--- src/design/iocch_cfg.svh ---
// Contract
// - The I/O configuration register is 16 bits wide when the interface mode selects that length.
// - The power-down switch enable bit lets the switch pin sink current; it resets to zero.
// - The output pair enable bit enables both general outputs together; it resets to zero.
// - The hold input enable bit makes the hold pin a conversion hold input; it resets to one.
// - In normal hold mode the modulator and filter stay in reset while the hold pin is low.
// - The alternate hold behaviour replaces normal hold whenever the alternate hold bit is set and more than one channel is enabled; code needs hold_enable too.
// - Alternate hold is effective only while more than one channel is enabled.
// - In alternate hold a low hold pin does not reset the converter; a running conversion goes on.
// - In alternate hold a low hold pin at the channel switch point stops the next conversion.
// - In alternate hold the host raising the hold pin starts the pending conversion.
`ifndef IOCCH_CFG_SVH
`define IOCCH_CFG_SVH
`define IOCCH_ADDR_IOCFG    8'h00
`define IOCCH_ADDR_IFMODE   8'h04
`define IOCCH_ADDR_CHEN     8'h08
`define IOCCH_ADDR_STATUS   8'h0c
`define IOCCH_ADDR_ID       8'h10
`define IOCCH_BIT_RSVD15    15
`define IOCCH_BIT_POWER_DOWN_SWITCH_ENABLE      14
`define IOCCH_BIT_OPAIR     13
`define IOCCH_BIT_HOLDEN    11
`define IOCCH_BIT_GENERAL_OUTPUT_THREE      7
`define IOCCH_BIT_GENERAL_OUTPUT_TWO      6
`define IOCCH_BIT_ALTHOLD   0
`define IOCCH_BIT_LEN16     1
`define IOCCH_IOCFG_RESET   16'h0800
`define IOCCH_IOCFG_WMASK   16'h68c0
`define IOCCH_IFMODE_RESET  16'h0002
`define IOCCH_IFMODE_WMASK  16'h0003
`define IOCCH_CHEN_RESET    16'h0001
`define IOCCH_CONV_NS       4000
`define IOCCH_CLK_NS        4
`define IOCCH_CONV_CYCLES   (`IOCCH_CONV_NS / `IOCCH_CLK_NS)
`endif

--- src/design/iocch_pkg.sv ---
package iocch_pkg;
  typedef enum logic [1:0] {
    IOCCH_IDLE = 2'b00,
    IOCCH_CONV = 2'b01,
    IOCCH_WAIT = 2'b10
  } iocch_state_t;

  typedef struct packed {
    logic power_down_switch_enable;
    logic output_pair_enable;
    logic hold_enable;
    logic general_output_two;
    logic general_output_three;
  } iocch_ctrl_t;

  typedef struct packed {
    logic conv_reset;
    logic conv_busy;
    logic conv_done;
    logic [3:0] channel;
  } iocch_conv_t;
endpackage

--- src/design/iocch_sequencer.sv ---
`timescale 1ns/1ps
`include "iocch_cfg.svh"
module iocch_sequencer #(
  parameter int CONV_CYCLES = `IOCCH_CONV_CYCLES,
  parameter int NCH         = 16
) (
  input  wire logic                  aclk,
  input  wire logic                  aresetn,
  input  wire logic                  hold_enable,
  input  wire logic                  alternate_hold_mode,
  input  wire logic [NCH-1:0]        chan_enable,
  input  wire logic                  hold_n,
  output iocch_pkg::iocch_conv_t     conv
);
  function automatic logic [4:0] ones(input logic [NCH-1:0] v);
    logic [4:0] n;
    n = 5'h00;
    for (int i = 0; i < NCH; i++) begin
      n = n + {4'h0, v[i]};
    end
    return n;
  endfunction

  function automatic logic [3:0] next_chan(input logic [3:0] c, input logic [NCH-1:0] v);
    logic [3:0] r;
    logic       f;
    r = c;
    f = 1'b0;
    for (int k = 1; k <= NCH; k++) begin
      if (!f && v[(int'(c) + k) % NCH]) begin
        r = 4'((int'(c) + k) % NCH);
        f = 1'b1;
      end
    end
    return r;
  endfunction

  iocch_pkg::iocch_state_t state;
  iocch_pkg::iocch_state_t next_state;
  logic [31:0]             cnt;
  logic [3:0]              chan;
  logic                    done;

  wire multi     = ones(chan_enable) > 5'h01;
  wire alt_mode  = hold_enable && alternate_hold_mode && multi;
  wire norm_rst  = hold_enable && !alt_mode && !hold_n;
  wire any_en    = |chan_enable;
  wire conv_end  = (state == iocch_pkg::IOCCH_CONV) && (cnt == 32'(CONV_CYCLES - 1));
  // Gate only at the switch point so a running conversion is never cut short
  wire gate_stop = alt_mode && !hold_n;
  // Count only inside a running conversion so the first one after idle is full length
  wire cnt_run   = (state == iocch_pkg::IOCCH_CONV) && !conv_end
                && (next_state == iocch_pkg::IOCCH_CONV);

  always_comb begin
    next_state = state;
    case (state)
      iocch_pkg::IOCCH_IDLE: begin
        if (any_en) begin
          next_state = iocch_pkg::IOCCH_CONV;
        end
      end
      iocch_pkg::IOCCH_CONV: begin
        if (conv_end) begin
          next_state = gate_stop ? iocch_pkg::IOCCH_WAIT : iocch_pkg::IOCCH_CONV;
        end
      end
      iocch_pkg::IOCCH_WAIT: begin
        if (!gate_stop) begin
          next_state = iocch_pkg::IOCCH_CONV;
        end
      end
      default: next_state = iocch_pkg::IOCCH_IDLE;
    endcase
    if (!any_en) begin
      next_state = iocch_pkg::IOCCH_IDLE;
    end
  end

  always_ff @(posedge aclk) begin
    if (!aresetn || norm_rst) begin
      state <= iocch_pkg::IOCCH_IDLE;
      cnt   <= 32'h0000_0000;
      chan  <= 4'h0;
      done  <= 1'b0;
    end else begin
      state <= next_state;
      done  <= conv_end;
      cnt   <= cnt_run ? cnt + 32'h1 : 32'h0;
      if (conv_end) begin
        chan <= next_chan(chan, chan_enable);
      end
    end
  end

  assign conv = {norm_rst || state != iocch_pkg::IOCCH_CONV, state == iocch_pkg::IOCCH_CONV,
                 done, chan};

  ////////////////////////////////////////////////////////////////////////////
  a_hold_resets: assert property (@(posedge aclk) disable iff (!aresetn)
    (hold_enable && !alt_mode && !hold_n) |=> state == iocch_pkg::IOCCH_IDLE)
    else $error("hold low did not reset converter");
  a_alt_continue: assert property (@(posedge aclk) disable iff (!aresetn)
    (alt_mode && !hold_n && state == iocch_pkg::IOCCH_CONV && !conv_end && $stable(chan_enable))
    |=> state == iocch_pkg::IOCCH_CONV)
    else $error("alternate hold cut a running conversion");
  a_alt_gate: assert property (@(posedge aclk) disable iff (!aresetn)
    (conv_end && gate_stop && any_en) |=> state == iocch_pkg::IOCCH_WAIT)
    else $error("conversion started while hold low");
  a_alt_release: assert property (@(posedge aclk) disable iff (!aresetn)
    (state == iocch_pkg::IOCCH_WAIT && hold_n && any_en) |=> conv.conv_busy)
    else $error("pending conversion not begun");
  a_single_chan: assert property (@(posedge aclk) disable iff (!aresetn)
    (ones(chan_enable) <= 5'h01 && hold_enable && !hold_n)
    |=> state == iocch_pkg::IOCCH_IDLE)
    else $error("alternate hold active with one channel");
  a_ignore_hold: assert property (@(posedge aclk) disable iff (!aresetn)
    (!hold_enable && any_en && state != iocch_pkg::IOCCH_IDLE) |=> conv.conv_busy)
    else $error("hold pin used while disabled");
  c_alt_wait: cover property (@(posedge aclk) state == iocch_pkg::IOCCH_WAIT ##[1:50] conv.conv_busy);
  c_norm_hold: cover property (@(posedge aclk) norm_rst ##1 !norm_rst);
  c_done: cover property (@(posedge aclk) conv.conv_done);
endmodule

--- src/design/iocch_top.sv ---
// Local design decisions: the AXI4-Lite slave port and the address map.
`timescale 1ns/1ps
`include "iocch_cfg.svh"
module iocch_top #(
  parameter int          CONV_CYCLES = `IOCCH_CONV_CYCLES,
  parameter logic [15:0] DEVICE_ID   = 16'h5a5a  // Arbitrary identification value
) (
  input  wire logic                  aclk,
  input  wire logic                  aresetn,
  input  wire logic [7:0]            s_axi_awaddr,
  input  wire logic                  s_axi_awvalid,
  output wire logic                  s_axi_awready,
  input  wire logic [31:0]           s_axi_wdata,
  input  wire logic [3:0]            s_axi_wstrb,
  input  wire logic                  s_axi_wvalid,
  output wire logic                  s_axi_wready,
  output wire logic [1:0]            s_axi_bresp,
  output wire logic                  s_axi_bvalid,
  input  wire logic                  s_axi_bready,
  input  wire logic [7:0]            s_axi_araddr,
  input  wire logic                  s_axi_arvalid,
  output wire logic                  s_axi_arready,
  output wire logic [31:0]           s_axi_rdata,
  output wire logic [1:0]            s_axi_rresp,
  output wire logic                  s_axi_rvalid,
  input  wire logic                  s_axi_rready,
  input  wire logic                  hold_n,
  output wire logic                  switch_sink,
  output wire logic                  general_output_two,
  output wire logic                  general_output_two_oe,
  output wire logic                  general_output_three,
  output wire logic                  general_output_three_oe,
  output iocch_pkg::iocch_conv_t     conv
);
  logic [15:0] io_pin_config;
  logic [15:0] if_mode;
  logic [15:0] chan_enable;
  logic [7:0]  aw_addr;
  logic        aw_held;
  logic [31:0] w_data;
  logic [3:0]  w_strb;
  logic        w_held;
  logic        b_valid;
  logic [1:0]  b_resp;
  logic        r_valid;
  logic [31:0] r_data;
  logic [1:0]  r_resp;
  logic        sw;
  logic        g2;
  logic        g3;
  logic        oe;
  iocch_pkg::iocch_ctrl_t ctrl;

  function automatic logic known(input logic [7:0] a);
    return a == `IOCCH_ADDR_IOCFG || a == `IOCCH_ADDR_IFMODE || a == `IOCCH_ADDR_CHEN
        || a == `IOCCH_ADDR_STATUS || a == `IOCCH_ADDR_ID;
  endfunction

  ////////////////////////////////////////////////////////////////////////////
  // Write path: address and data are latched independently, in any order
  assign s_axi_awready = !aw_held && !b_valid;
  assign s_axi_wready  = !w_held && !b_valid;
  wire aw_fire  = s_axi_awvalid && s_axi_awready;
  wire w_fire   = s_axi_wvalid && s_axi_wready;
  wire wr_go    = (aw_held || aw_fire) && (w_held || w_fire);
  wire [7:0]  wa = aw_held ? aw_addr : s_axi_awaddr;
  wire [31:0] wd = w_held ? w_data : s_axi_wdata;
  wire [3:0]  ws = w_held ? w_strb : s_axi_wstrb;
  wire wa_io    = wa == `IOCCH_ADDR_IOCFG;
  wire wa_mode  = wa == `IOCCH_ADDR_IFMODE;
  wire wa_chen  = wa == `IOCCH_ADDR_CHEN;
  wire wa_ok    = known(wa);

  function automatic logic [15:0] merge(input logic [15:0] old, input logic [31:0] d,
                                        input logic [3:0] s);
    return {s[1] ? d[15:8] : old[15:8], s[0] ? d[7:0] : old[7:0]};
  endfunction

  // Reserved bits are never stored, so bit 15 always reads zero
  wire [15:0] next_io = merge(io_pin_config, wd, ws) & `IOCCH_IOCFG_WMASK;

  always_ff @(posedge aclk) begin
    if (!aresetn) begin
      aw_held <= 1'b0;
      w_held  <= 1'b0;
      aw_addr <= 8'h00;
      w_data  <= 32'h0000_0000;
      w_strb  <= 4'h0;
      b_valid <= 1'b0;
      b_resp  <= 2'h0;
    end else begin
      if (aw_fire && !wr_go) begin
        aw_held <= 1'b1;
        aw_addr <= s_axi_awaddr;
      end
      if (w_fire && !wr_go) begin
        w_held <= 1'b1;
        w_data <= s_axi_wdata;
        w_strb <= s_axi_wstrb;
      end
      if (wr_go) begin
        aw_held <= 1'b0;
        w_held  <= 1'b0;
        b_valid <= 1'b1;
        b_resp  <= wa_ok ? 2'h0 : 2'h2;
      end else if (s_axi_bready) begin
        b_valid <= 1'b0;
      end
    end
  end

  always_ff @(posedge aclk) begin
    if (!aresetn) begin
      io_pin_config <= `IOCCH_IOCFG_RESET;
      if_mode       <= `IOCCH_IFMODE_RESET;
      chan_enable   <= `IOCCH_CHEN_RESET;
    end else if (wr_go) begin
      if (wa_io) begin
        io_pin_config <= next_io;
      end
      if (wa_mode) begin
        if_mode <= merge(if_mode, wd, ws) & `IOCCH_IFMODE_WMASK;
      end
      if (wa_chen) begin
        chan_enable <= merge(chan_enable, wd, ws);
      end
    end
  end

  assign s_axi_bvalid = b_valid;
  assign s_axi_bresp  = b_resp;

  ////////////////////////////////////////////////////////////////////////////
  // Read path
  assign s_axi_arready = !r_valid;
  wire ar_fire = s_axi_arvalid && s_axi_arready;
  wire [7:0] ra = s_axi_araddr;
  // In 8-bit length mode only the low byte of the I/O register is visible
  wire [15:0] io_view = if_mode[`IOCCH_BIT_LEN16] ? io_pin_config
                                                  : {8'h00, io_pin_config[7:0]};
  wire [15:0] status  = {9'h000, conv.conv_busy, conv.conv_reset, hold_n, conv.channel};
  wire [15:0] rsel    = (ra == `IOCCH_ADDR_IOCFG)  ? io_view :
                        (ra == `IOCCH_ADDR_IFMODE) ? if_mode :
                        (ra == `IOCCH_ADDR_CHEN)   ? chan_enable :
                        (ra == `IOCCH_ADDR_STATUS) ? status :
                        (ra == `IOCCH_ADDR_ID)     ? DEVICE_ID : 16'h0000;
  wire ra_ok = known(ra);

  always_ff @(posedge aclk) begin
    if (!aresetn) begin
      r_valid <= 1'b0;
      r_data  <= 32'h0000_0000;
      r_resp  <= 2'h0;
    end else if (ar_fire) begin
      r_valid <= 1'b1;
      r_data  <= {16'h0000, rsel};
      r_resp  <= ra_ok ? 2'h0 : 2'h2;
    end else if (s_axi_rready) begin
      r_valid <= 1'b0;
    end
  end

  assign s_axi_rvalid = r_valid;
  assign s_axi_rdata  = r_data;
  assign s_axi_rresp  = r_resp;

  ////////////////////////////////////////////////////////////////////////////
  // Pin controls
  assign ctrl = {io_pin_config[`IOCCH_BIT_POWER_DOWN_SWITCH_ENABLE], io_pin_config[`IOCCH_BIT_OPAIR],
                 io_pin_config[`IOCCH_BIT_HOLDEN], io_pin_config[`IOCCH_BIT_GENERAL_OUTPUT_TWO],
                 io_pin_config[`IOCCH_BIT_GENERAL_OUTPUT_THREE]};

  always_ff @(posedge aclk) begin
    if (!aresetn) begin
      sw <= 1'b0;
      oe <= 1'b0;
      g2 <= 1'b0;
      g3 <= 1'b0;
    end else begin
      sw <= ctrl.power_down_switch_enable;
      oe <= ctrl.output_pair_enable;
      g2 <= ctrl.output_pair_enable & ctrl.general_output_two;
      g3 <= ctrl.output_pair_enable & ctrl.general_output_three;
    end
  end

  assign switch_sink             = sw;
  assign general_output_two      = g2;
  assign general_output_three    = g3;
  assign general_output_two_oe   = oe;
  assign general_output_three_oe = oe;

  iocch_sequencer #(
    .CONV_CYCLES (CONV_CYCLES),
    .NCH         (16)
  ) u_seq (
    .aclk                (aclk),
    .aresetn             (aresetn),
    .hold_enable         (ctrl.hold_enable),
    .alternate_hold_mode (if_mode[`IOCCH_BIT_ALTHOLD]),
    .chan_enable         (chan_enable),
    .hold_n              (hold_n),
    .conv                (conv)
  );

  ////////////////////////////////////////////////////////////////////////////
  a_io_reset_val: assert property (@(posedge aclk)
    $rose(aresetn) |-> io_pin_config == `IOCCH_IOCFG_RESET)
    else $error("I/O configuration reset value wrong");
  a_rsvd_zero: assert property (@(posedge aclk) disable iff (!aresetn)
    io_pin_config[`IOCCH_BIT_RSVD15] == 1'b0)
    else $error("reserved bit set");
  a_pair_oe: assert property (@(posedge aclk) disable iff (!aresetn)
    general_output_two_oe == general_output_three_oe
    && ($past(ctrl.output_pair_enable) == general_output_two_oe))
    else $error("output pair enables disagree");
  a_switch_sink: assert property (@(posedge aclk) disable iff (!aresetn)
    ##1 switch_sink == $past(io_pin_config[`IOCCH_BIT_POWER_DOWN_SWITCH_ENABLE]))
    else $error("switch sink not following enable");
  a_len_view: assert property (@(posedge aclk) disable iff (!aresetn)
    (ar_fire && ra == `IOCCH_ADDR_IOCFG && !if_mode[`IOCCH_BIT_LEN16])
    |=> s_axi_rdata[15:8] == 8'h00)
    else $error("short length read exposed upper byte");
  c_write_io: cover property (@(posedge aclk) wr_go && wa_io);
  c_alt_on: cover property (@(posedge aclk) if_mode[`IOCCH_BIT_ALTHOLD] && ctrl.hold_enable);
endmodule

--- config.mk ---
export PLATFORM = sky130hd
export DESIGN_NAME = iocch_top
export DESIGN_NICKNAME = d
export VERILOG_FILES = /design/src/design/iocch_pkg.sv /design/src/design/iocch_sequencer.sv /design/src/design/iocch_top.sv
export VERILOG_INCLUDE_DIRS = /design/src /design/src/design
export SDC_FILE = /design/constraint.sdc
export NUM_CORES = 1
export LEC_CHECK = 0
export BUFFER_PORTS_ARGS = -buffer_cell sky130_fd_sc_hd__buf_2
export CORE_AREA = 2 2 124 126
export CTS_CLUSTER_SIZE = 8
export DETAILED_ROUTE_END_ITERATION = 10
export DIE_AREA = 0 0 126 128
export GPL_TIMING_DRIVEN = 0
export PLACE_DENSITY = 0.76
export SETUP_SLACK_MARGIN = 0.5
export SLEW_MARGIN = 20
export SYNTH_ARGS = -nofsm -noshare
export SYNTH_HDL_FRONTEND = slang
export SYNTH_SLANG_ARGS = --single-unit
--- constraint.sdc ---
create_clock -name aclk -period 9.64 [get_ports aclk]
set_clock_uncertainty 0.2 [all_clocks]
set_input_delay 0 -clock aclk [delete_from_list [all_inputs] [get_ports aclk]]
set_output_delay 0 -clock aclk [all_outputs]
set_load 0.01 [all_outputs]
== After elaboration in Yosys (flattened, before gate mapping) ==
Index checks and enable logic that the tools add are counted.
Cells by class
  add/sub/neg operators: 32
  multipliers: 0
  divide/modulo/power cells: 0
  order comparisons: 17
  equality and inequality tests: 13
  shifts and indexed selects: 0
  mux-type cells: 129
  bitwise gates (word level): 20
  reduce and logical (&&, ||, !) cells: 98
Operators by type and width (count)
  $lt A5 B6 Y1 const B: 16
  $mux W1: 81
  $add A5 B1 Y5: 14
  $bmux W1 S4: 16
  $mux W16: 4
  $mux W4: 16
  $reduce_or A4 Y1: 16
  $mux W15: 3
  $add A32 B1 Y32 const B: 1
  $add A4 B4 Y4 const B: 8
  $eq A32 B10 Y1 const B: 1
  $eq A8 B4 Y1 const B: 4
  $logic_and A1 B1 Y1: 31
  $logic_not A1 Y1: 24
  $add A4 B3 Y4 const B: 4
  $and A1 B1 Y1 const A: 16
  $eq A8 B3 Y1 const B: 2
  $eq A8 B5 Y1 const B: 2
  $logic_not A8 Y1: 2
  $reduce_bool A16 Y1: 1
  $reduce_or A16 Y1: 1
  $reduce_and A3 Y1: 5
  $mux W2: 7
  $logic_or A1 B1 Y1: 12
  15 further kinds: 22
Storage, ports and cells
  register bits: 116
  latch bits: 0
  memory bits (writable): 0
  ROM bits: 0
  bits of input ports: 60
  output and inout bits: 53
  word-level logic and storage cells: 332
  memories: 0

== Depth between registers and ports, before layout ==
  depth after elaboration: 96
  mapped depth: 19
  gate-level depth less buffers: 19

== Hierarchy ==
A second synthesis with hierarchy kept.
Second synthesis, totals
  cell total of the unflattened synthesis: 865
  area, all modules: 7840.0 µm²
By module, submodules not included
  iocch_sequencer: times used 1, cells each 486, area an instance 4251.6 µm², seq. area each 780.7 µm²
  iocch_top: times used 1, cells each 379, area an instance 3588.4 µm², seq. area each 1501.4 µm²

== Least setup slack after synthesis ==
No wires, ideal clock.
  path kind: reg2reg
  start point: register chan_enable[0]
  end point: register u_seq.cnt[10]
  setup time: 128 ps
  arrival: 4597 ps
  data required time: 9312 ps
  slack: 4716 ps
  cell stages (with the launch flop): 20
  buffers on the path: 1
  clock period less this slack: 4924 ps
  cells stage by stage: dfxtp_1 inv_1 ha_1 inv_1 fa_1 fa_1 fa_1 fa_1 inv_1 fa_1 inv_1 fa_1 nor2b_1 a31oi_1 o21ai_0 nand3b_1 and2_0 nand4b_1 clkbuf_1 nor2_1
Between the ends
  cells in the longest elaborated chain, start to end: 26
  elaborated cells on any way between the ends: 32
  classes of those cells: 15 x add/sub; 1 x order compare; 1 x eq/ne; 5 x mux; 1 x bitwise; 9 x reduce/logical
Ends and longest elaborated chain
  start, declared: RTL line iocch_top.sv:37  | logic [15:0] chan_enable;
  start signal, assigned: RTL line iocch_top.sv:116  | chan_enable <= `IOCCH_CHEN_RESET;
  start signal, assigned: RTL line iocch_top.sv:125  | chan_enable <= merge(chan_enable, wd, ws);
  $add A1 B1 Y2: RTL line iocch_sequencer.sv:19  | n = n + {4'h0, v[i]};
  $add A5 B1 Y5 (14 in series): RTL line iocch_sequencer.sv:19
  $gt A5 B1 Y1: RTL line iocch_sequencer.sv:44  | wire multi = ones(chan_enable) > 5'h01;
  $logic_and A1 B1 Y1: RTL line iocch_sequencer.sv:45  | wire alt_mode = hold_enable && alternate_hold_mode && multi;
  $logic_and A1 B1 Y1: RTL line iocch_sequencer.sv:50  | wire gate_stop = alt_mode && !hold_n;
  $mux W2: RTL line iocch_sequencer.sv:65  | next_state = gate_stop ? iocch_pkg::IOCCH_WAIT : iocch_pkg::IOCCH_CONV;
  $mux W2: RTL line iocch_sequencer.sv:64  | if (conv_end) begin
  $pmux W2 S3: RTL line iocch_sequencer.sv:57  | case (state)
  $mux W2: RTL line iocch_sequencer.sv:75  | if (!any_en) begin
  $eq A2 B1 Y1: RTL line iocch_sequencer.sv:53  | && (next_state == iocch_pkg::IOCCH_CONV);
  $logic_and A1 B1 Y1: RTL line iocch_sequencer.sv:53
  $not A1 Y1 (no line)
  $reduce_or A2 Y1 (no line) *
  end signal, assigned: RTL line iocch_sequencer.sv:89  | cnt <= cnt_run ? cnt + 32'h1 : 32'h0;
  end, declared: RTL line iocch_sequencer.sv:40  | logic [31:0] cnt;
Mark *: on every way between the ends. The rest lies on a longest branch, timed or not.
A chain may end at the register's enable or synchronous reset.

== Worst setup path in the final report ==
  start point: register chan_enable[0]
  end point: register u_seq.cnt[16]
Same word-level chain as after synthesis.

==> metrics.txt <==
register area share after synthesis=28.3%; CORE AREA=14,900 um^2; DP HPWL=15.4 mm; worst-margin pin slew=0.830 ns; initial antenna violation count=0; top_reg_cell synth=dfxtp_1; DRT Wirelength=22.4 mm; crit-path leading delay family=adder cells; slowest cell delay on critical path=0.62 ns; GRT Util Overall=28.0%; Final Non-Filler Cells=1,257; Leak=4.09 nW; post-synthesis compound-gate area fraction=13.4%; CTS H-Tree Depth=4; worst-skew pair later-pin latency=0.43 ns; Slew Viols, Final=0; first-pass GRT wire length=36.0 mm; Final ANT Viol Nets=0; io pins=113; CP max FO=10; DRT iter0 DRCs=620; layout cells sized above 1=19.6%; CP Buf/Inv Count=5; CTS max path bufs=2; Final min period=5.93 ns; hold-fix buffer count after cts=50; nets@finish=1,141; worst hold path class=in -> reg; PwrDens=123 nW/um^2; via count=7,470; std cell rows=45; worst vdd ir=0.110 mV; Cells after Synth=894; Synth Register Bits=114; Post-CTS Setup Inserts=0; GP Congestion=0.931; Post-Synth XOR/XNOR Area=4.54%; Initial Util=54.2%; Core Util, Final=65.9%; Final period util=61.6%; CP startpoint kind=register; DIE AREA=16,100 um^2; Root Driver=clkbuf_16; Crit-path slowest cell=dfxtp_1; Slew headroom=44.2%; Syn. warnings=0; WHS=0.0731 ns; Post-synth EDFFs=0; asr flop ratio synth=0%; antenna cells=0; Required @ worst endpoint=9.73 ns; setup_tns=0 ns; Die H=128 um; DR pass1 iterations=5; CP dominant cell by count=fa_1; drt via density=5.94; Crit Path Category=reg -> reg; # setup viols final=0; Simple-Gate Fraction of Synth Area=22.0%; Arrival @ worst endpoint=6.03 ns; CP cell instances=inv_1 > ha_1 > inv_1 > fa_1 > fa_1 > fa_1 > fa_1 > inv_1 > fa_1 > inv_1 > fa_1 > nor2b_1 > a31oi_1 > o21ai_0 > nand3b_1 > and2_0 > nand4b_1 > clkbuf_1 > nor2_1; drt drc=0; mux share of post-synthesis cell area=19.8%; most frequent cells in the layout=dfxtp_1 (114), nand2_1 (106), buf_2 (80); post-synthesis cell area=8050 um^2; Hold Fails Final Rpt=0; adder-cell share of the synthesized area=4.82%; total chip power=1.21 mW; Die X=126 um; Max Clock Freq=169 MHz; vias in the first global route=7,087; gr ovfl total=0; area growth from synthesis to layout=21.7%; max_cap viols=0; largest family of logic cells by synthesized area=simple AND/OR/NAND/NOR gates; commonest non-fill, non-tap cell in the layout=dfxtp_1; run status=complete, no violations; syn avg cell area=9.01 um^2; RSZ-0062 raised after global routing=false; placed cells=1,175; Inserted Clock Buffers=17; post-cts sizing count=0; CTS tree=built; Num Clock Sinks=114; CP endpoint kind=register; clk slew on worst S/H paths=0.05 ns; IO Port Bufs=76; routed len/inst=17.8 um; synth unique cells=85; pin count of the biggest net entering global routing=17
==> per-stage QoR <==
step,cell area [um^2],setup WS (ns)
after global routing,9800,3.44
after detailed placement,8730,3.79
final,9800,3.71
after global placement,8730,3.90
after CTS,9800,3.77
after floorplan,8120,4.72
==> report_power, final <==
part           internal [mW]  switching [mW]  total, mW
combinational         0.0569          0.0629      0.120
sequential             0.480         0.00661      0.487
clock                  0.366           0.234      0.600
total                  0.903           0.304       1.21
==> flip-flops by register name, indices dropped and copies added (netlist names), 2 cells and up <==
signal,cells
w_strb,2
u_seq.state,2
chan_enable,16
s_axi_rdata,16
w_data,16
if_mode,2
io_pin_config,5
u_seq.chan,4
aw_addr,8
u_seq.cnt,32
==> logic make-up after synthesis <==
kind of cell / Yosys count
xor gates and xnor gates: 40
adders and majority gates: 25
muxes: 114
DFF: 114
other: 1
AOI/OAI and AO/OA: 143
and+or+nand+nor: 347
buffers and inverters: 110
==> cell usage after synthesis, drive strengths merged (22+ instances only) <==
library cell	n	area share, %
a21boi	26	2.4
buf	37	3.7
clkbuf	38	1.8
dfxtp	114	28
inv	35	1.6
mux2	39	5.5
mux2i	47	6.0
mux4	28	8.3
nand2	108	5.2
nand3	28	1.7
nor2	75	3.5
nor2b	35	2.7
o21ai	22	1.4
xor2	24	2.7
==> path summary, 6_finish.rpt <==
check | from | slack [ns] | end | cells past startpoint
max | chan_enable[0]$_SDFFE_PN1P_ | 3.71 | u_seq.cnt[16]$_SDFF_PP0_ | 19
min | s_axi_araddr[3] | 0.07 | s_axi_rdata[11]$_SDFFE_PN0P_ | 6
max reg2reg | chan_enable[0]$_SDFFE_PN1P_ | 3.71 | u_seq.cnt[16]$_SDFF_PP0_ | 19
min reg2reg | u_seq.cnt[0]$_SDFF_PP0_ | 0.25 | u_seq.cnt[0]$_SDFF_PP0_ | 1
==> per-layer routing <==
metal	vias to the layer above	part of all wire [%]	GRT usage (%)	wire [um]
met2	355	47	45.7	10500
met5	-	0	0	0
li1	3500	-	-	-
met1	3546	42	35.7	9470
met3	69	7.2	5.97	1610
met4	0	3.4	12.8	753
==> worst reg2reg max path: stages, from the launching register on <==
cell      delay, ns
dfxtp_1        0.62
inv_1          0.12
ha_1           0.32
inv_1          0.09
fa_1           0.43
fa_1           0.54
fa_1           0.44
fa_1           0.49
inv_1          0.04
fa_1           0.38
inv_1          0.08
fa_1           0.18
nor2b_1        0.14
a31oi_1        0.05
o21ai_0        0.32
nand3b_1       0.24
and2_0         0.36
nand4b_1       0.27
clkbuf_1       0.39
nor2_1         0.11
==> cell type report <==
| class | instances | area (um^2) |
|---|---|---|
| multi-input cells | 687 | 5270 |
| fillers | 1190 | 5070 |
| flip-flops and latches | 114 | 2280 |
| repair buffers | 126 | 881 |
| clock buffers | 19 | 453 |
| plain buffers | 75 | 437 |
| well taps | 188 | 235 |
| inverters | 35 | 131 |
| clock inverters | 13 | 111 |
(Power assumes the default switching activity.)
